**src/common/pin_ports_map.svh**
```systemverilog
`ifndef PIN_PORTS_MAP_SVH
`define PIN_PORTS_MAP_SVH

// register byte offsets on the apb
`define OFF_FIRST_PINS      8'h00
`define OFF_FIRST_LATCH     8'h04
`define OFF_FIRST_DIR       8'h08
`define OFF_THIRD_PINS      8'h0C
`define OFF_SECOND_PINS     8'h10
`define OFF_SECOND_LATCH    8'h14
`define OFF_SECOND_DIR      8'h18
`define OFF_CMP_CONTROL     8'h1C
`define OFF_CONV_CONFIG     8'h20

// reset values
`define RST_LATCH           8'h00
`define RST_DIR             8'hFF
`define RST_SECOND_DIR      8'hFE
`define RST_ANALOG          8'h7E
`define RST_CMP             8'h00
`define RST_PULLUP          3'h0

// field positions and masks
`define SECOND_IMPL_MASK    8'hFE
`define ANALOG_MASK         8'h7E
`define CMP_INPUT_MASK      8'h78
`define CMP_MODE_MSB        2
`define CMP_OUT_EN_BIT      3
`define CMP_MODE_OFF        3'h7
`define PU_D_BIT            7
`define PU_E_BIT            6
`define PU_J_BIT            5

`endif

```
**src/common/pin_ports_pkg.sv**
```systemverilog
package pin_ports_pkg;

    // a peripheral that may take over a pin while its direction bit is 0
    typedef struct packed {
        logic active;
        logic level;
        logic tristate;
    } periph_drive_s;

    // external memory bus bits 14 and 15
    typedef struct packed {
        logic       active;
        logic       drive;
        logic [1:0] level;
    } ext_mem_s;

    // configuration straps of the part
    typedef struct packed {
        logic package_80pin;
        logic pwm_pin_remap_bit;
        logic capture_two_remap_bit;
        logic mcu_mode;
    } device_cfg_s;

    // comparator outputs: bit 1 comparator two, bit 0 comparator one
    typedef logic [1:0] cmp_out_t;

endpackage

```
**src/verilog/port_e_f_pin_control.sv**
```systemverilog
// Implementation choices: the APB interface to the registers and the register addresses.
`timescale 1ns/1ns
`include "pin_ports_map.svh"

// Notes on behaviour
// - a direction bit of 1 turns the pin driver off, pin is input
// - a direction bit of 0 drives the pin from its latch bit
// - second port has seven bidirectional pins, each with a direction bit
// - latch register readable; read-modify-write uses latch, not pin levels
// - each second port pin is individually input or output
// - pin 7 of second port has no analog function; pins 1 to 6 do
// - pins 1 to 6 serve comparators when comparator control selects it
// - pins 3 to 6 read no digital input while comparators are on
// - after reset pins 1 to 6 are analog inputs and read 0
// - pins 6 and 7 of first port carry memory bits 14, 15 while the memory bus is active
// - external memory use of a pin beats every other function
// - memory bits 14 and 15 exist only on the 80-pin part
// - pwm one channel b overrides pin 6 at direction 0, may tristate
// - pwm one channel b reaches first port only with remap bit set, 80-pin
// - capture unit two uses pin 7 only when remap clear, mcu mode
// - pin 7 gives compare output at direction 0, capture input at 1
// - pwm two channel a overrides pin 7 at direction 0, may tristate
// - pull-up enable j is absent on 64-pin parts and reads 0
// - bit 0 of second port registers is absent and reads 0
// - analog enabled pin: digital input off, digital output still works
module port_e_f_pin_control (
    // clock and reset
    input  wire logic                        clock,
    input  wire logic                        rst,
    // apb slave
    input  wire logic                        psel,
    input  wire logic                        penable,
    input  wire logic                        pwrite,
    input  wire logic [7:0]                  paddr,
    input  wire logic [31:0]                 pwdata,
    output logic                             pready,
    output logic [31:0]                      prdata,
    output logic                             pslverr,
    // configuration straps, asynchronous
    input  wire pin_ports_pkg::device_cfg_s  cfg_pins,
    // first port pins
    input  wire logic [7:0]                  first_port_in,
    output logic [7:0]                       first_port_out,
    output logic [7:0]                       first_port_oe,
    // second port pins
    input  wire logic [7:1]                  second_port_in,
    output logic [7:1]                       second_port_out,
    output logic [7:1]                       second_port_oe,
    // peripherals sharing the first port
    input  wire pin_ports_pkg::ext_mem_s     ext_mem,
    input  wire pin_ports_pkg::periph_drive_s pwm_one_channel_b,
    input  wire pin_ports_pkg::periph_drive_s pwm_two_channel_a,
    input  wire pin_ports_pkg::periph_drive_s capture_compare_two,
    output logic [1:0]                       ext_mem_in,
    output logic                             capture_two_in,
    // peripherals sharing the second port
    input  wire pin_ports_pkg::cmp_out_t     cmp_out,
    output logic                             slave_select_in,
    // pull-up enables
    output logic                             pullup_enable_d,
    output logic                             pullup_enable_e,
    output logic                             pullup_enable_j
);

    // software state
    logic [7:0]                  first_latch;
    logic [7:0]                  first_port_direction;
    logic [7:0]                  second_latch;
    logic [7:0]                  second_port_direction;
    logic [7:0]                  comparator_control;
    logic [7:0]                  converter_config;
    // pin and strap synchronisers
    logic [7:0]                  first_meta;
    logic [7:0]                  first_sync;
    logic [7:1]                  second_meta;
    logic [7:1]                  second_sync;
    pin_ports_pkg::device_cfg_s  cfg_meta;
    pin_ports_pkg::device_cfg_s  cfg;
    // decode and pin muxing
    logic                        wr_en;
    logic                        setup;
    logic                        mapped;
    logic [31:0]                 next_prdata;
    logic [7:0]                  first_pins;
    logic [7:0]                  second_pins;
    logic                        cmp_on;
    logic                        emi_on;
    logic                        p1b_on;
    logic                        ccp_route;
    logic                        p2a_on;
    logic                        ccp_on;
    logic [7:0]                  next_first_out;
    logic [7:0]                  next_first_oe;
    logic [7:1]                  next_second_out;
    logic [7:1]                  next_second_oe;

    // two flops on every asynchronous input; only the second is read
    always_ff @(posedge clock or posedge rst) begin
        if (rst) begin
            first_meta  <= 8'h00;
            first_sync  <= 8'h00;
            second_meta <= 7'h00;
            second_sync <= 7'h00;
            cfg_meta    <= '0;
            cfg         <= '0;
        end else begin
            first_meta  <= first_port_in;
            first_sync  <= first_meta;
            second_meta <= second_port_in;
            second_sync <= second_meta;
            cfg_meta    <= cfg_pins;
            cfg         <= cfg_meta;
        end
    end

    // apb phases: one wait-free access cycle, pready raised by the slave
    assign setup = psel && !penable;
    assign wr_en = psel && penable && pready && pwrite;

    always_ff @(posedge clock or posedge rst) begin
        if (rst) begin
            pready <= 1'b0;
        end else begin
            pready <= setup;
        end
    end

    // first port latch: latch and pins offsets both load it
    always_ff @(posedge clock or posedge rst) begin
        if (rst) begin
            first_latch <= `RST_LATCH;
        end else if (wr_en && (paddr == `OFF_FIRST_LATCH ||
                               paddr == `OFF_FIRST_PINS)) begin
            first_latch <= pwdata[7:0];
        end
    end

    // first port direction, all inputs after reset
    always_ff @(posedge clock or posedge rst) begin
        if (rst) begin
            first_port_direction <= `RST_DIR;
        end else if (wr_en && paddr == `OFF_FIRST_DIR) begin
            first_port_direction <= pwdata[7:0];
        end
    end

    // second port latch; bit 0 does not exist
    always_ff @(posedge clock or posedge rst) begin
        if (rst) begin
            second_latch <= `RST_LATCH;
        end else if (wr_en && (paddr == `OFF_SECOND_LATCH ||
                               paddr == `OFF_SECOND_PINS)) begin
            second_latch <= pwdata[7:0] & `SECOND_IMPL_MASK;
        end
    end

    // second port direction, seven separate bits
    always_ff @(posedge clock or posedge rst) begin
        if (rst) begin
            second_port_direction <= `RST_SECOND_DIR;
        end else if (wr_en && paddr == `OFF_SECOND_DIR) begin
            second_port_direction <= pwdata[7:0] & `SECOND_IMPL_MASK;
        end
    end

    // comparator control: mode in the low bits, output routing above
    always_ff @(posedge clock or posedge rst) begin
        if (rst) begin
            comparator_control <= `RST_CMP;
        end else if (wr_en && paddr == `OFF_CMP_CONTROL) begin
            comparator_control <= pwdata[7:0];
        end
    end

    // converter config: one analog enable per pin 1..6, pin 7 never analog
    always_ff @(posedge clock or posedge rst) begin
        if (rst) begin
            converter_config <= `RST_ANALOG;
        end else if (wr_en && paddr == `OFF_CONV_CONFIG) begin
            converter_config <= pwdata[7:0] & `ANALOG_MASK;
        end
    end

    // pull-up enables; the j bit cannot be set on the small package
    always_ff @(posedge clock or posedge rst) begin
        if (rst) begin
            pullup_enable_d <= 1'b0;
            pullup_enable_e <= 1'b0;
            pullup_enable_j <= 1'b0;
        end else begin
            if (wr_en && paddr == `OFF_THIRD_PINS) begin
                pullup_enable_d <= pwdata[`PU_D_BIT];
                pullup_enable_e <= pwdata[`PU_E_BIT];
                pullup_enable_j <= pwdata[`PU_J_BIT] & cfg.package_80pin;
            end
            if (!cfg.package_80pin) begin
                pullup_enable_j <= 1'b0;
            end
        end
    end

    // digital read values: analog pins and comparator inputs read zero
    assign cmp_on = comparator_control[`CMP_MODE_MSB:0] != `CMP_MODE_OFF;
    assign first_pins = first_sync;
    always_comb begin
        second_pins = {second_sync, 1'b0};
        second_pins = second_pins & ~converter_config;
        if (cmp_on) begin
            second_pins = second_pins & ~`CMP_INPUT_MASK;
        end
    end

    // read mux, taken in the setup cycle and shown in the access cycle
    always_comb begin
        next_prdata = 32'h0000_0000;
        mapped      = 1'b1;
        unique case (paddr)
            `OFF_FIRST_PINS:   next_prdata[7:0] = first_pins;
            `OFF_FIRST_LATCH:  next_prdata[7:0] = first_latch;
            `OFF_FIRST_DIR:    next_prdata[7:0] = first_port_direction;
            `OFF_THIRD_PINS: begin
                next_prdata[`PU_D_BIT] = pullup_enable_d;
                next_prdata[`PU_E_BIT] = pullup_enable_e;
                next_prdata[`PU_J_BIT] = pullup_enable_j;
            end
            `OFF_SECOND_PINS:  next_prdata[7:0] = second_pins;
            `OFF_SECOND_LATCH: next_prdata[7:0] = second_latch;
            `OFF_SECOND_DIR:   next_prdata[7:0] = second_port_direction;
            `OFF_CMP_CONTROL:  next_prdata[7:0] = comparator_control;
            `OFF_CONV_CONFIG:  next_prdata[7:0] = converter_config;
            default:           mapped = 1'b0;
        endcase
    end

    // read data and error stand for the single access cycle
    always_ff @(posedge clock or posedge rst) begin
        if (rst) begin
            prdata  <= 32'h0000_0000;
            pslverr <= 1'b0;
        end else if (setup) begin
            prdata  <= pwrite ? 32'h0000_0000 : next_prdata;
            pslverr <= !mapped;
        end else begin
            prdata  <= 32'h0000_0000;
            pslverr <= 1'b0;
        end
    end

    // first port function selection, highest priority last
    assign emi_on    = ext_mem.active && cfg.package_80pin;
    assign p1b_on    = cfg.package_80pin && cfg.pwm_pin_remap_bit &&
                       pwm_one_channel_b.active &&
                       !first_port_direction[6];
    assign ccp_route = !cfg.capture_two_remap_bit && cfg.mcu_mode;
    assign ccp_on    = ccp_route && capture_compare_two.active &&
                       !first_port_direction[7];
    assign p2a_on    = ccp_route && pwm_two_channel_a.active &&
                       !first_port_direction[7];

    always_comb begin
        next_first_out = first_latch;
        next_first_oe  = ~first_port_direction;
        if (p1b_on) begin
            next_first_out[6] = pwm_one_channel_b.level;
            next_first_oe[6]  = !pwm_one_channel_b.tristate;
        end
        if (ccp_on) begin
            next_first_out[7] = capture_compare_two.level;
            next_first_oe[7]  = 1'b1;
        end
        if (p2a_on) begin
            next_first_out[7] = pwm_two_channel_a.level;
            next_first_oe[7]  = !pwm_two_channel_a.tristate;
        end
        // memory bus ignores direction bits and wins over all else
        if (emi_on) begin
            next_first_out[7:6] = ext_mem.level;
            next_first_oe[7:6]  = {2{ext_mem.drive}};
        end
    end

    // second port: comparator outputs on pins 1 and 2 at direction 0
    always_comb begin
        next_second_out = second_latch[7:1];
        next_second_oe  = ~second_port_direction[7:1];
        if (cmp_on && comparator_control[`CMP_OUT_EN_BIT]) begin
            if (!second_port_direction[1]) begin
                next_second_out[1] = cmp_out[1];
            end
            if (!second_port_direction[2]) begin
                next_second_out[2] = cmp_out[0];
            end
        end
    end

    // pins driven from flops so no glitch from the mux reaches the board
    always_ff @(posedge clock or posedge rst) begin
        if (rst) begin
            first_port_out  <= 8'h00;
            first_port_oe   <= 8'h00;
            second_port_out <= 7'h00;
            second_port_oe  <= 7'h00;
        end else begin
            first_port_out  <= next_first_out;
            first_port_oe   <= next_first_oe;
            second_port_out <= next_second_out;
            second_port_oe  <= next_second_oe;
        end
    end

    // peripheral inputs taken from the synchronised pins
    always_ff @(posedge clock or posedge rst) begin
        if (rst) begin
            ext_mem_in      <= 2'h0;
            capture_two_in  <= 1'b0;
            slave_select_in <= 1'b0;
        end else begin
            ext_mem_in <= cfg.package_80pin ? first_sync[7:6] : 2'h0;
            capture_two_in  <= ccp_route && first_port_direction[7] &&
                               first_sync[7];
            slave_select_in <= second_sync[7];
        end
    end

    // a set direction bit on the second port always releases the pin
    chk_dir_input_release:
    assert property (@(posedge clock) disable iff (rst)
        1'b1 |=> (second_port_oe & $past(second_port_direction[7:1])) == 7'h00)
    else $error("second port driving a pin set as input");

    // a cleared direction bit on pin 7 shows the latch one cycle later
    chk_dir_output_latch:
    assert property (@(posedge clock) disable iff (rst)
        !second_port_direction[7] |=>
            second_port_oe[7] && second_port_out[7] == $past(second_latch[7]))
    else $error("second port pin 7 not driven from latch");

    // latch read-back returns the latch, never the pins
    chk_latch_readback:
    assert property (@(posedge clock) disable iff (rst)
        setup && !pwrite && paddr == `OFF_SECOND_LATCH |=>
            pready && prdata[7:0] == $past(second_latch))
    else $error("latch read returned wrong value");

    // analog or comparator pins read back zero
    chk_analog_reads_zero:
    assert property (@(posedge clock) disable iff (rst)
        setup && !pwrite && paddr == `OFF_SECOND_PINS |=>
            (prdata[7:0] & $past(converter_config)) == 8'h00 &&
            (!$past(cmp_on) || (prdata[7:0] & `CMP_INPUT_MASK) == 8'h00))
    else $error("analog pin read as nonzero");

    // memory bus owns pins 6 and 7 for two cycles whatever the direction
    chk_emi_priority:
    assert property (@(posedge clock) disable iff (rst)
        emi_on ##1 emi_on |=> first_port_oe[7:6] == {2{$past(ext_mem.drive)}}
            ##0 $past(first_port_out[7:6]) == $past(ext_mem.level, 2))
    else $error("memory bus lost pins 6 and 7");

    // small package never hands pins to the memory bus
    chk_no_emi_small_part:
    assert property (@(posedge clock) disable iff (rst)
        !cfg.package_80pin && !$past(cfg.package_80pin) |=>
            ext_mem_in == 2'h0)
    else $error("memory bus input on small package");

    // pwm one b takes pin 6 when routed and no memory bus
    chk_pwm_b_override:
    assert property (@(posedge clock) disable iff (rst)
        p1b_on && !emi_on |=>
            first_port_out[6] == $past(pwm_one_channel_b.level) &&
            first_port_oe[6] == !$past(pwm_one_channel_b.tristate))
    else $error("pwm one b not on pin 6");

    // capture input only follows pin 7 when routed as input
    chk_capture_input:
    assert property (@(posedge clock) disable iff (rst)
        !(ccp_route && first_port_direction[7]) |=> !capture_two_in)
    else $error("capture input seen while not routed");

    // pull-up j stays clear on the small package
    chk_pullup_j_absent:
    assert property (@(posedge clock) disable iff (rst)
        !cfg.package_80pin |=> !pullup_enable_j)
    else $error("pull-up j set on small package");

    // bit 0 of the second port registers reads zero
    chk_bit0_absent:
    assert property (@(posedge clock) disable iff (rst)
        second_latch[0] == 1'b0 && second_port_direction[0] == 1'b0)
    else $error("second port bit 0 implemented");

    // main scenarios
    cov_emi_use:
    cover property (@(posedge clock) disable iff (rst) emi_on ##1 emi_on);
    cov_dir_write:
    cover property (@(posedge clock) disable iff (rst)
        wr_en && paddr == `OFF_SECOND_DIR);
    cov_pin_read:
    cover property (@(posedge clock) disable iff (rst)
        setup && !pwrite && paddr == `OFF_SECOND_PINS ##1 pready);
    cov_pwm_a:
    cover property (@(posedge clock) disable iff (rst) p2a_on && !emi_on);

endmodule // port_e_f_pin_control

```
**config.mk**
```make
export PLATFORM = sky130hd
export DESIGN_NAME = port_e_f_pin_control
export DESIGN_NICKNAME = d
export VERILOG_FILES = /design/src/common/pin_ports_pkg.sv /design/src/verilog/port_e_f_pin_control.sv
export VERILOG_INCLUDE_DIRS = /design/src /design/src/common
export SDC_FILE = /design/constraint.sdc
export NUM_CORES = 1
export LEC_CHECK = 0
export BUFFER_PORTS_ARGS = -buffer_cell sky130_fd_sc_hd__buf_2
export CELL_PAD_IN_SITES_DETAIL_PLACEMENT = 1
export CELL_PAD_IN_SITES_GLOBAL_PLACEMENT = 1
export CORE_UTILIZATION = 46
export CTS_BUF_LIST = sky130_fd_sc_hd__clkbuf_4
export DETAILED_ROUTE_END_ITERATION = 16
export GPL_ROUTABILITY_DRIVEN = 0
export MAX_ROUTING_LAYER = met4
export PLACE_DENSITY_LB_ADDON = 0.1
export SLEW_MARGIN = 20
export SYNTH_ARGS = -nofsm -noshare
export SYNTH_HDL_FRONTEND = slang
export SYNTH_SLANG_ARGS = --single-unit
```
**constraint.sdc**
```tcl
create_clock -name clock -period 6.5 [get_ports clock]
set_clock_uncertainty 0.2 [all_clocks]
set_input_delay 0.65 -clock clock [delete_from_list [all_inputs] [get_ports clock]]
set_output_delay 0.65 -clock clock [all_outputs]
set_load 0.005 [all_outputs]
```
Word-level counts from Yosys, hierarchy flattened
Cells that the tools add are included.

cells by class
  mux-type cells = 21
  reduce and logical (&&, ||, !) cells = 34
  bitwise logic cells = 5
  equality and inequality tests = 10

operators by type and width
  cell                  count
  $pmux W5 S8           1
  $eq A8 B5 Y1 const B  4
  $pmux W3 S9           1
  $logic_and A1 B1 Y1   23
  $eq A8 B4 Y1 const B  2
  $mux W8               2
  $mux W1               12
  $reduce_or A9 Y1      1
  $and A8 B8 Y8         1
  $eq A8 B3 Y1 const B  1
  $eq A8 B6 Y1 const B  1
  $logic_not A8 Y1      1
  $mux W2               4
  $not A7 Y8            1
  $not A8 Y8            1
  $logic_not A1 Y1      7
  $mux W7               1
  $not A7 Y7            1
  $ne A3 B3 Y1 const B  1
  $logic_or A1 B1 Y1    2
  $ne A2 B1 Y1 const B  1
  $and A1 B1 Y1         1

storage, ports and cells
  register bits after elaboration = 153
  output and inout bits = 71
  logic and storage cells = 101

Longest topological paths before layout
Gate-level depths: netlist (run 1).

  depth in word-level cells = 7
  gate-level depth with buffers = 7
  mapped depth without buffers = 4

Worst setup path before layout (run 1)
Ideal clock, no wire load.

  kind = input to register
  start point = in paddr[4]
  end point = reg first_latch[0]
  stages on the path = 5
  setup slack = 4.047 ns
  data arrival time = 2.128 ns
  cell sequence = buf_4 > nor4_1 > and3_1 > buf_6 > mux2_2

on the way
  cells in the longest elaborated chain, start to end = 3

ends and longest elaborated chain
  what                                                     RTL line                     RTL
  start, declared                                          port_e_f_pin_control.sv:34   input wire logic [7:0] paddr,
  $eq A8 B3 Y1 / $logic_not A8 Y1 (equally long branches)  -
  $logic_or A1 B1 Y1 (no source line) *                    -
  $logic_and A1 B1 Y1 *                                    port_e_f_pin_control.sv:132  end else if (wr_en && (paddr == `OFF_FIRST_LATCH ||
  end signal, assigned                                     port_e_f_pin_control.sv:131  first_latch <= `RST_LATCH;
  end signal, assigned                                     port_e_f_pin_control.sv:134  first_latch <= pwdata[7:0];
  end, declared                                            port_e_f_pin_control.sv:66   logic [7:0] first_latch;

Every way passes the cells marked *; elsewhere a longest branch is shown, timed or not.
A chain may end at the register's enable or synchronous reset.

Worst setup path in the final report (run 1)
  start point = in paddr[2]
  end point = reg second_port_direction[5]

on the way
  cells in the longest elaborated chain, start to end = 2

ends and longest elaborated chain
  what                                  RTL line                     RTL
  $eq A8 B5 Y1                          -
  $logic_and A1 B1 Y1 (no source line)  -
  end signal, assigned                  port_e_f_pin_control.sv:160  second_port_direction <= `RST_SECOND_DIR;
  end signal, assigned                  port_e_f_pin_control.sv:162  second_port_direction <= pwdata[7:0] & `SECOND_IMPL_MASK;
  end, declared                         port_e_f_pin_control.sv:69   logic [7:0] second_port_direction;

No other way between the ends.

==> out/results.ini, run 1 <==
[yosys]
avgSynthCellArea_um2=13.47
yosys.area.top_type=dfrtp_1
ys_ff_latch=129
ys.flop_type=dfrtp_1
synth_top_family_by_area=multiplexers
ys_warn_count=0
synthSimpleGateAreaFrac_pct=10.24
synth_compound_area_share_pct=6.158
synthXorXnorAreaFrac_pct=0
async_flop_share_pct=100.0
postSynthCellCount=380
synth-edff-count=0
ys_top_cells_by_area=dfrtp_1 (53%), dfstp_2 (11%), mux2_2 (9.9%)
netlist.area_leader.share_pct=52.79
synth_cell_types=50
synth_fa_ha_area_share_pct=0
synthesis.area_um2=5120
muxShareOfSynthArea_pct=13.86
ys_seq_area_share_pct=63.56

[grt]
grt_pass1_vias=3696
grt_max_degree=71
grt_pass1_wl_um=19520
antenna_found_initial=0
grt_usage_pct=23.72
grt-ovfl-total=0

[die]
start_util_pct=47.23
die_h_um=107.5
core_area_um2=10840
ios=150
row_count=38
dieArea_um2=11560
die_w_um=107.5

[cts]
cts_made_buffers=17
cts.path.max_buffers=2
clk_pin_slew_ps=130
post_cts_buffers=0
cts_tree=done
hold_buffers=16
clockRootBuffer=clkbuf_4
cts_sinks=129
clock_latency_ps=520
cts-resized-gates=0
htreeDepth=4

[power]
power_frac_comb_pct=6.4
clkPwrFrac_pct=34.8
swShare_pct=26.07
power_density_nw_per_um2=231.8
p_leak_uw=0.002952
power.switching_uw=367.1
peakVddDrop_mv=0.1214
p_seq_share_pct=58.9
p_int_uw=1041

[detailed_routing]
drt-initial-drc-count=143
dr.pass1.iters=6
routed_wl_um=12040
wl_per_cell_um=18.27
vias=3374
avgViaCountPerCell=5.120
wl_met3_um=562
top_layer_used=met4
wl_met1_um=5084
wl_met2_um=6220
antenna_left=0
drcViolationCount=0

[layout]
nets=585
final_util_pct=56.02
layout-area-overhead-vs-synth_pct=18.62
drive_gt1_share_pct=41.04
nFillCells=1154
antennaDiodeCount=0

[sta]
min_period_ps=2485
final_hold_viol_count=0
finalSetupViolations=0
fmax_mhz=402.5
rsz0062_at_grt=no
final.period_utilization_pct=38.22
fin_tns_setup_ps=0
tightest_slew_ps=1011
maxSlewViolCount=0
slew_headroom_pct=31.67

[place]
portBuffers=100
dp_hpwl_um=8334

[min_path]
hold_path.class=in2async

[setup_path]
arrival_ps=2730
worstPathRequired_ps=6740
crit_path_start_kind=input port
crit_type=in2reg
worstSetupEndpointType=flip-flop
slowest_stage=nor4b_1
crit_chain=buf_2 -> nor4b_1 -> nand2_1 -> mux2_2
critPathMaxStageDelay_ps=930
critical_path.max_fanout=25

[outcome]
status=finished clean

[job]
maxCapViolCount=0

final timing paths:
check	startpoint	endpoint	slack, ps	depth (start not counted)
worst max-delay path	paddr[2]	second_port_direction[5]	4020	4
worst min-delay path	rst	second_port_out[3]	50	2
worst max register to register	pready	comparator_control[7]	4430	3
worst min register to register	second_meta[1]	second_sync[1]	150	0
max in group asynchronous	rst	first_pins[2]	4740	3
min in group clock	second_port_in[2]	second_meta[2]	60	1
cell families after synthesis:
kind of cell | after synthesis
simple gates | 93
other cells | 1
buf+inv | 53
flops | 129
compound gates | 44
mux | 60
power by group through the flow:
stage | registers, uW | logic (uW) | clock network [uW]
final | 829 | 89.5 | 490
after global routing | 831 | 100 | 539
after floorplan | 842 | 51.8 | 0
after detailed placement | 844 | 82.2 | 0
after global placement | 843 | 79.9 | 0
after CTS | 829 | 89.7 | 507
synthesized netlist by cell type (4+ instances only):
cell type and n:
inv_1 18, o21ai_0 12, nor2b_1 7, dfrtp_1 108, a31oi_1 5, nand4_1 4
nand3_1 6, and2_1 4, nor3_1 7, mux2_4 8, nand2_1 27, clkbuf_1 6
nor2_1 11, a41oi_1 4, mux2_2 45, buf_4 26, dfstp_2 21, nand3b_1 5
mux2i_1 6
cell type report:
cell class	count	area [um2]	area share (%)
repair buffers	119	685.7	11.29
multi-input cells	221	1639	26.99
flip-flops and latches	129	3254	53.58
well taps	140	175.2	2.884
clock buffers	17	127.6	2.101
inverters	18	70.07	1.154
clock inverters	15	121.4	1.998
sequential cells by signal, summed over array words and instances, names as in the netlist, 2 cells and up:
register               cells
cfg                        4
cfg_meta                   4
comparator_control         8
converter_config           6
ext_mem_in                 2
first_latch                8
first_meta                 8
first_pins                 8
first_port_direction       8
first_port_oe              8
first_port_out             8
prdata                     8
second_latch               7
second_meta                7
second_port_direction      7
second_port_oe             7
second_port_out            7
second_sync                7
worst max-delay path: cells and delay by family:
kind                   cells  cell delay (ps)
and+or+nand+nor            2             1400
muxes                      1              400
buffers and inverters      1              260
metrics by stage:
step | cell area, um2 | std cells | hold WS, ps | total power, uW | setup slack (ps)
2_1_floorplan | 5206 | 403 | 131.2 | 893.7 | 2244
3_3_place_gp | 5654 | 610 | 133.1 | 922.8 | 3480
3_5_place_dp | 5654 | 610 | 136.3 | 926.3 | 3492
4_1_cts | 6063 | 658 | 0.7403 | 1426 | 4073
5_1_grt | 6073 | 659 | 1.382 | 1470 | 3948
6_report | 6073 | 659 | 45.50 | 1408 | 4015
placed cells by master (no fill, tap or decap), types with 4 or more instances in the layout:
cell type,count
a31oi_1,5
a41oi_1,4
and2_1,4
buf_2,100
clkbuf_4,17
clkinv_2,4
clkinvlp_4,5
conb_1,24
dfrtp_1,108
dfstp_2,21
dlygate4sd3_1,17
inv_1,17
mux2_2,45
mux2_4,8
mux2i_1,6
nand2_1,27
nand3_1,6
nand3b_1,5
nand4_1,4
nor2_1,11
nor2b_1,7
nor3_1,7
o21ai_0,12
per-layer routing:
metal  up-vias  track usage (%)
li1       1549                -
met1      1703            28.76
met2       109            39.33
met3        13            5.085
met4         0            8.219
met5         -                -
(Power assumes the default switching activity.)
==> inputs of run 2 (changes only) <==
ABC_AREA = 1   (was default)
CORE_UTILIZATION = 41   (was 46)
clock period = 2.32 ns   (was 6.5 ns; I/O delays follow)
==> out/results.ini, run 2 <==
[grt]
grt_pass1_wl_um=20790  ; was 19,520 um
antenna_found_initial=0  ; unchanged
grt-ovfl-total=0  ; unchanged
grt_usage_pct=22.03  ; was 23.72%
grt_max_degree=130  ; was 71
grt_pass1_vias=4211  ; was 3,696

[yosys]
yosys.area.top_type=dfrtp_1  ; unchanged
ys_ff_latch=129  ; unchanged
yosysMostFrequentCell=nand2_1  ; was dfrtp_1
ys.flop_type=dfrtp_1  ; unchanged
async_flop_share_pct=100.0  ; unchanged
netlist.area_leader.share_pct=51.63  ; was 52.79%
ys_seq_area_share_pct=62.17  ; was 63.56%
avgSynthCellArea_um2=10.31  ; was 13.47 um2
ys_warn_count=0  ; unchanged
ys_top_cells_by_area=dfrtp_1 (52%), dfstp_2 (11%), nand2_1 (7.9%)  ; was dfrtp_1 (53%), dfstp_2 (11%), mux2_2 (9.9%)
synthesis.area_um2=5235  ; was 5120 um2
synth_cell_types=31  ; was 50
synth_commonest_cells=nand2_1 (110), dfrtp_1 (108), inv_1 (49), nand3_1 (39), nor2_1 (35)  ; was dfrtp_1 (108), mux2_2 (45), nand2_1 (27), buf_4 (26), dfstp_2 (21)
synth-edff-count=0  ; unchanged
postSynthCellCount=508  ; was 380

[layout]
layout-area-overhead-vs-synth_pct=25.45  ; was 18.62%
drive_gt1_share_pct=32.26  ; was 41.04%
nFillCells=1436  ; was 1,154
final_util_pct=53.78  ; was 56.02%
design_area_um2=6568  ; was 6073 um2
final_common_cell=nand2_1  ; was dfrtp_1
antennaDiodeCount=0  ; unchanged
nets=748  ; was 585
layout_common_cells=nand2_1 (110), dfrtp_1 (108), buf_2 (100)  ; was dfrtp_1 (108), buf_2 (100), mux2_2 (45)

[cts]
cts.path.max_buffers=2  ; unchanged
htreeDepth=4  ; unchanged
clock_latency_ps=540  ; was 520 ps
cts_made_buffers=17  ; unchanged
clockRootBuffer=clkbuf_4  ; unchanged
clk_pin_slew_ps=120  ; was 130 ps
cts_tree=done  ; unchanged
cts_sinks=129  ; unchanged

[detailed_routing]
avgViaCountPerCell=4.733  ; was 5.120
dr.pass1.iters=4  ; was 6
drcViolationCount=0  ; unchanged
drt-initial-drc-count=164  ; was 143
vias=4023  ; was 3,374
antenna_left=0  ; unchanged
wl_per_cell_um=15.29  ; was 18.27 um
routed_wl_um=12990  ; was 12,040 um

[setup_path]
crit_family=buffers and inverters  ; was simple AND/OR/NAND/NOR gates
crit_path_start_kind=flip-flop  ; was input port
crit_chain=nor2_4 -> nand3_1 -> dlygate4sd3_1 -> nand3_1 -> dlygate4sd3_1 -> o21ai_1  ; was buf_2 -> nor4b_1 -> nand2_1 -> mux2_2
reg2reg_depth=6  ; was 3
arrival_ps=2430  ; was 2730 ps
cp.depth=6  ; was 4
critPathMaxStageDelay_ps=570  ; was 930 ps
cp-endpoint=first_port_oe[7]  ; was second_port_direction[5]
worstPathRequired_ps=2550  ; was 6740 ps
crit_type=reg2reg  ; was in2reg
crit_buf_inv=2  ; was 1
slowest_stage=dlygate4sd3_1  ; was nor4b_1
r2r_start=cfg[1]  ; was pready
r2r_slack_ps=120  ; was 4430 ps
crit_start=cfg[1]  ; was paddr[2]
worstSetupEndpointType=flip-flop  ; unchanged
critical_path.max_fanout=3  ; was 25
timing.rr.end=first_port_oe[7]  ; was comparator_control[7]

[place]
portBuffers=100  ; unchanged
pre_cts_ws_ps=477.9  ; was 3492 ps
placed_area_um2=5811  ; was 5654 um2
dp_hpwl_um=8852  ; was 8334 um

[power]
peakVddDrop_mv=0.3246  ; was 0.1214 mV
clkPwrFrac_pct=34.7  ; was 34.8%
p_seq_share_pct=58.2  ; was 58.9%
p_leak_uw=0.003174  ; was 0.002952 uW
power_frac_comb_pct=7.2  ; was 6.4%
power.switching_uw=1034  ; was 367.1 uW
p_int_uw=2957  ; was 1041 uW
power_density_nw_per_um2=607.7  ; was 231.8 nW/um2
swShare_pct=25.90  ; was 26.07%

[sta]
slew_headroom_pct=53.09  ; was 31.67%
tightest_slew_ps=703.6  ; was 1011 ps
finalSetupViolations=0  ; unchanged
fmax_mhz=454.9
worst_hold_slack_ps=120.2  ; was 45.50 ps
layout_setup_ws_ps=121.9  ; was 4015 ps
min_period_ps=2198
final.period_utilization_pct=94.75
maxSlewViolCount=0  ; unchanged
final_hold_viol_count=0  ; unchanged

[die]
start_util_pct=42.87  ; was 47.23%
dieArea_um2=13220  ; was 11,560 um2
die_w_um=115.0  ; was 107.5 um
ios=150  ; unchanged
row_count=40  ; was 38
die_h_um=115.0  ; was 107.5 um
core_area_um2=12210  ; was 10,840 um2

[outcome]
status=finished clean  ; unchanged

[min_path]
hold_path.class=in2reg  ; was in2async

[job]
maxCapViolCount=0  ; unchanged

==> run 2: cell types whose count changed after synthesis, moves of 16 or more <==
cell     change
nand3_1     +33
inv_1       +31
o21ai_2     +24
nand2_1     +83
mux2_2      -43
nor2_1      +24
o21ai_0     +16
==> run 2: worst min-delay path by stage <==
stage                       from             end  slack (ps)  cells after the start
2_1_floorplan        cfg_pins[0]     cfg_meta[0]          60                      0
3_3_place_gp      second_meta[1]  second_sync[1]         130                      0
3_5_place_dp       first_meta[2]   first_pins[2]         140                      0
4_1_cts                 paddr[5]         pslverr          70                      6
5_1_grt        second_port_in[4]  second_meta[4]          90                      2
6_report                paddr[5]         pslverr         120                      6
==> run 2: layout make-up <==
cell class / count / area (um2) / share of cell area [%]
multi-input combinational: 313 / 1607 / 24.46
clock buffer: 18 / 135.1 / 2.058
tap: 168 / 210.2 / 3.201
clock inverter: 14 / 116.4 / 1.772
sequential: 129 / 3254 / 49.55
inverter: 55 / 211.5 / 3.220
timing repair buffer: 153 / 1033 / 15.74
==> run 2: per-layer routing <==
metal  part of all wire [%]  track usage [%]  up-vias  wire, um
met5                      0                -        -         0
met4                    2.0            9.177        0       263
met3                    3.7            4.744       24       476
met2                     52            37.31      104      6715
met1                     43            25.36     1994      5538
li1                       -                -     1901         -
==> run 2: cells by family (layout without fill, tap and decap cells) <==
logic type	Yosys count	after routing	synth area share [%]
flip-flops	129	129	62.17
other	1	24	0.07163
buffers and inverters	89	240	8.939
AO/OA/AOI/OAI	69	69	9.321
multiplexers	2	2	0.4302
AND/OR/NAND/NOR	218	218	19.07
==> run 2: power by group through the flow <==
stage                     logic (uW)  clock network (uW)  registers, uW
after floorplan                  143                   0           2360
after global placement           211                   0           2360
after detailed placement         217                   0           2360
after CTS                        282                1420           2320
after global routing             319                1520           2330
final                            286                1380           2320
==> run 2: metrics by stage <==
step	cells	total power, uW	setup TNS, ps
2_1_floorplan	531	2501	0
3_3_place_gp	768	2571	0
3_5_place_dp	768	2580	0
4_1_cts	849	4028	0
5_1_grt	850	4164	-8.619
6_report	850	3991	0
==> run 2: repair_timing <==
| item | CTS | global route |
|---|---|---|
| resized for setup | 0 | 3 |
| buffers inserted | 0 | 1 |
| hold buffers | 49 | 0 |
| hold endpoints to repair | 190 | 0 |
| setup endpoints to repair | 0 | 2 |
==> run 2: tightest hold or removal path, stage by stage <==
cell and delay, ps:
buf_2 120, nor2_1 100, nand2_1 110, o2bb2ai_2 160, nand3_2 80, nor2_1 40
==> inputs of run 3 (changes only) <==
CAP_MARGIN = 25   (was default)
PLACE_DENSITY_LB_ADDON = 0.08   (was 0.1)
REMOVE_ABC_BUFFERS = 1   (was default)
==> out/results.ini, run 3 (same netlist as run 2, synthesis figures left out) <==
[cts]
cts_sinks=129  ; unchanged
htreeDepth=4  ; unchanged
clk_pin_slew_ps=110  ; was 120 ps
cts_made_buffers=17  ; unchanged
cts.path.max_buffers=2  ; unchanged
clockRootBuffer=clkbuf_4  ; unchanged
clock_latency_ps=550  ; was 540 ps
cts-resized-gates=0  ; unchanged
post_cts_buffers=0  ; unchanged
hold_buffers=49  ; unchanged
cts_tree=done  ; unchanged

[layout]
layout_common_cells=nand2_1 (110), dfrtp_1 (108), buf_2 (100)  ; unchanged
drive_gt1_share_pct=32.60  ; was 32.26%
final_util_pct=54.50  ; was 53.78%
instances_no_fill=852  ; was 850
nFillCells=1431  ; was 1,436
antennaDiodeCount=0  ; unchanged
final_common_cell=nand2_1  ; unchanged
nets=750  ; was 748
layout-area-overhead-vs-synth_pct=27.13  ; was 25.45%

[power]
power_frac_comb_pct=6.7  ; was 7.2%
peakVddDrop_mv=0.4718  ; was 0.3246 mV
p_leak_uw=0.003216  ; was 0.003174 uW
power.switching_uw=1026  ; was 1034 uW
power_density_nw_per_um2=645.1  ; was 607.7 nW/um2
swShare_pct=23.89  ; was 25.90%
clkPwrFrac_pct=39.3  ; was 34.7%
p_seq_share_pct=54.0  ; was 58.2%
p_int_uw=3268  ; was 2957 uW

[setup_path]
reg2reg_depth=4  ; was 6
r2r_start=cfg[3]  ; was cfg[1]
timing.rr.end=first_port_out[7]  ; was first_port_oe[7]
worstPathRequired_ps=2610  ; was 2550 ps
crit_buf_inv=2  ; unchanged
critical_path.max_fanout=8  ; was 3
critPathMaxStageDelay_ps=580  ; was 570 ps
crit_type=reg2reg  ; unchanged
cpMostUsedCell=dlygate4sd3_1
slowest_stage=dlygate4sd3_1  ; unchanged
crit_chain=nand3_1 -> dlygate4sd3_1 -> o21ai_0 -> dlygate4sd3_1  ; was nor2_4 -> nand3_1 -> dlygate4sd3_1 -> nand3_1 -> dlygate4sd3_1 -> o21ai_1
r2r_slack_ps=190  ; was 120 ps
crit_path_start_kind=flip-flop  ; unchanged
crit_family=buffers and inverters  ; unchanged
arrival_ps=2420  ; was 2430 ps
worstSetupEndpointType=flip-flop  ; unchanged

[sta]
maxSlewViolCount=0  ; unchanged
final.period_utilization_pct=91.82  ; was 94.75%
fmax_mhz=469.4  ; was 454.9 MHz
min_period_ps=2130  ; was 2198 ps
finalSetupViolations=0  ; unchanged
rsz0062_at_grt=no
tightest_slew_ps=593.3  ; was 703.6 ps
slew_headroom_pct=60.29  ; was 53.09%
final_hold_viol_count=0  ; unchanged

[detailed_routing]
dr.pass1.iters=4  ; unchanged
vias=3998  ; was 4,023
avgViaCountPerCell=4.692  ; was 4.733
routed_wl_um=13030  ; was 12,990 um
drcViolationCount=0  ; unchanged
wl_per_cell_um=15.30  ; was 15.29 um
drt-initial-drc-count=149  ; was 164
antenna_left=0  ; unchanged

[place]
dp_hpwl_um=9128  ; was 8852 um
portBuffers=100  ; unchanged
dp_cells=771  ; was 768

[job]
maxCapViolCount=0  ; unchanged

[outcome]
status=finished clean  ; unchanged

[grt]
grt-ovfl-total=0  ; unchanged
grt_pass1_vias=4187  ; was 4,211
grt_pass1_wl_um=21140  ; was 20,790 um
grt_max_degree=39  ; was 130
antenna_found_initial=0  ; unchanged
grt_usage_pct=22.61  ; was 22.03%

[die]
row_count=40  ; unchanged
die_w_um=115.0  ; unchanged
die_h_um=115.0  ; unchanged
dieArea_um2=13220  ; unchanged
core_area_um2=12210  ; unchanged
start_util_pct=42.87  ; unchanged
ios=150  ; unchanged

[min_path]
hold_path.class=in2async  ; was in2reg

==> run 3: changes by cell type in the layout (fill, tap and decap cells not counted), sizes merged <==
cell,change
clkbuf,-1
buf,+2
clkinv,-2
clkinvlp,+1
bufinv,+3
inv,-1
==> run 3: area by class of cell <==
class / count / area [um2] / share of cell area, %
sequential: 129 / 3254 / 48.90
multi-input combinational: 313 / 1599 / 24.03
timing repair buffer: 155 / 1061 / 15.94
inverter: 55 / 210.2 / 3.158
tap: 168 / 210.2 / 3.158
clock inverter: 15 / 192.7 / 2.895
clock buffer: 17 / 127.6 / 1.918
==> run 3: worst min-delay path: cells and delay by family <==
| kind | cells | cell delay, ps |
|---|---|---|
| buf+inv | 3 | 1050 |
==> run 3: metrics by stage <==
| step | area, um2 | TNS, ps | setup slack, ps | hold WS (ps) | power, uW |
|---|---|---|---|---|---|
| 2_1_floorplan | 5061 | -176570 | -1518 | 63.43 | 2468 |
| 3_3_place_gp | 5844 | 0 | 438.0 | 99.65 | 2578 |
| 3_5_place_dp | 5844 | 0 | 394.1 | 105.3 | 2589 |
| 4_1_cts | 6655 | 0 | 270.7 | 33.18 | 4363 |
| 5_1_grt | 6655 | 0 | 143.5 | 52.79 | 4474 |
| 6_report | 6655 | 0 | 189.8 | 75.66 | 4293 |
==> run 3: power by group through the flow <==
stage          logic (uW)  registers, uW  clock network [uW]
2_1_floorplan         110           2360                   0
3_3_place_gp          218           2360                   0
3_5_place_dp          226           2360                   0
4_1_cts               290           2320                1750
5_1_grt               322           2330                1830
6_report              288           2320                1690
==> run 3: worst max-delay path by stage <==
stage / depth (start not counted) / to / slack [ps] / start
after global placement: 9 / first_port_direction[0] / 440 / paddr[0]
after detailed placement: 9 / first_port_direction[0] / 390 / paddr[2]
after global routing: 4 / first_port_out[6] / 140 / cfg[3]
final: 4 / first_port_out[7] / 190 / cfg[3]
after CTS: 4 / first_port_out[6] / 270 / cfg[3]
after floorplan: 1 / capture_two_in / -1520 / rst
==> run 3: per-layer routing <==
metal	up-vias	part of all wire, %	global-route usage [%]
met1	1980	45	27.49
met5	-	0	-
met4	0	1.5	9.437
met3	18	3.6	5.219
met2	101	50	36.31
li1	1899	-	-
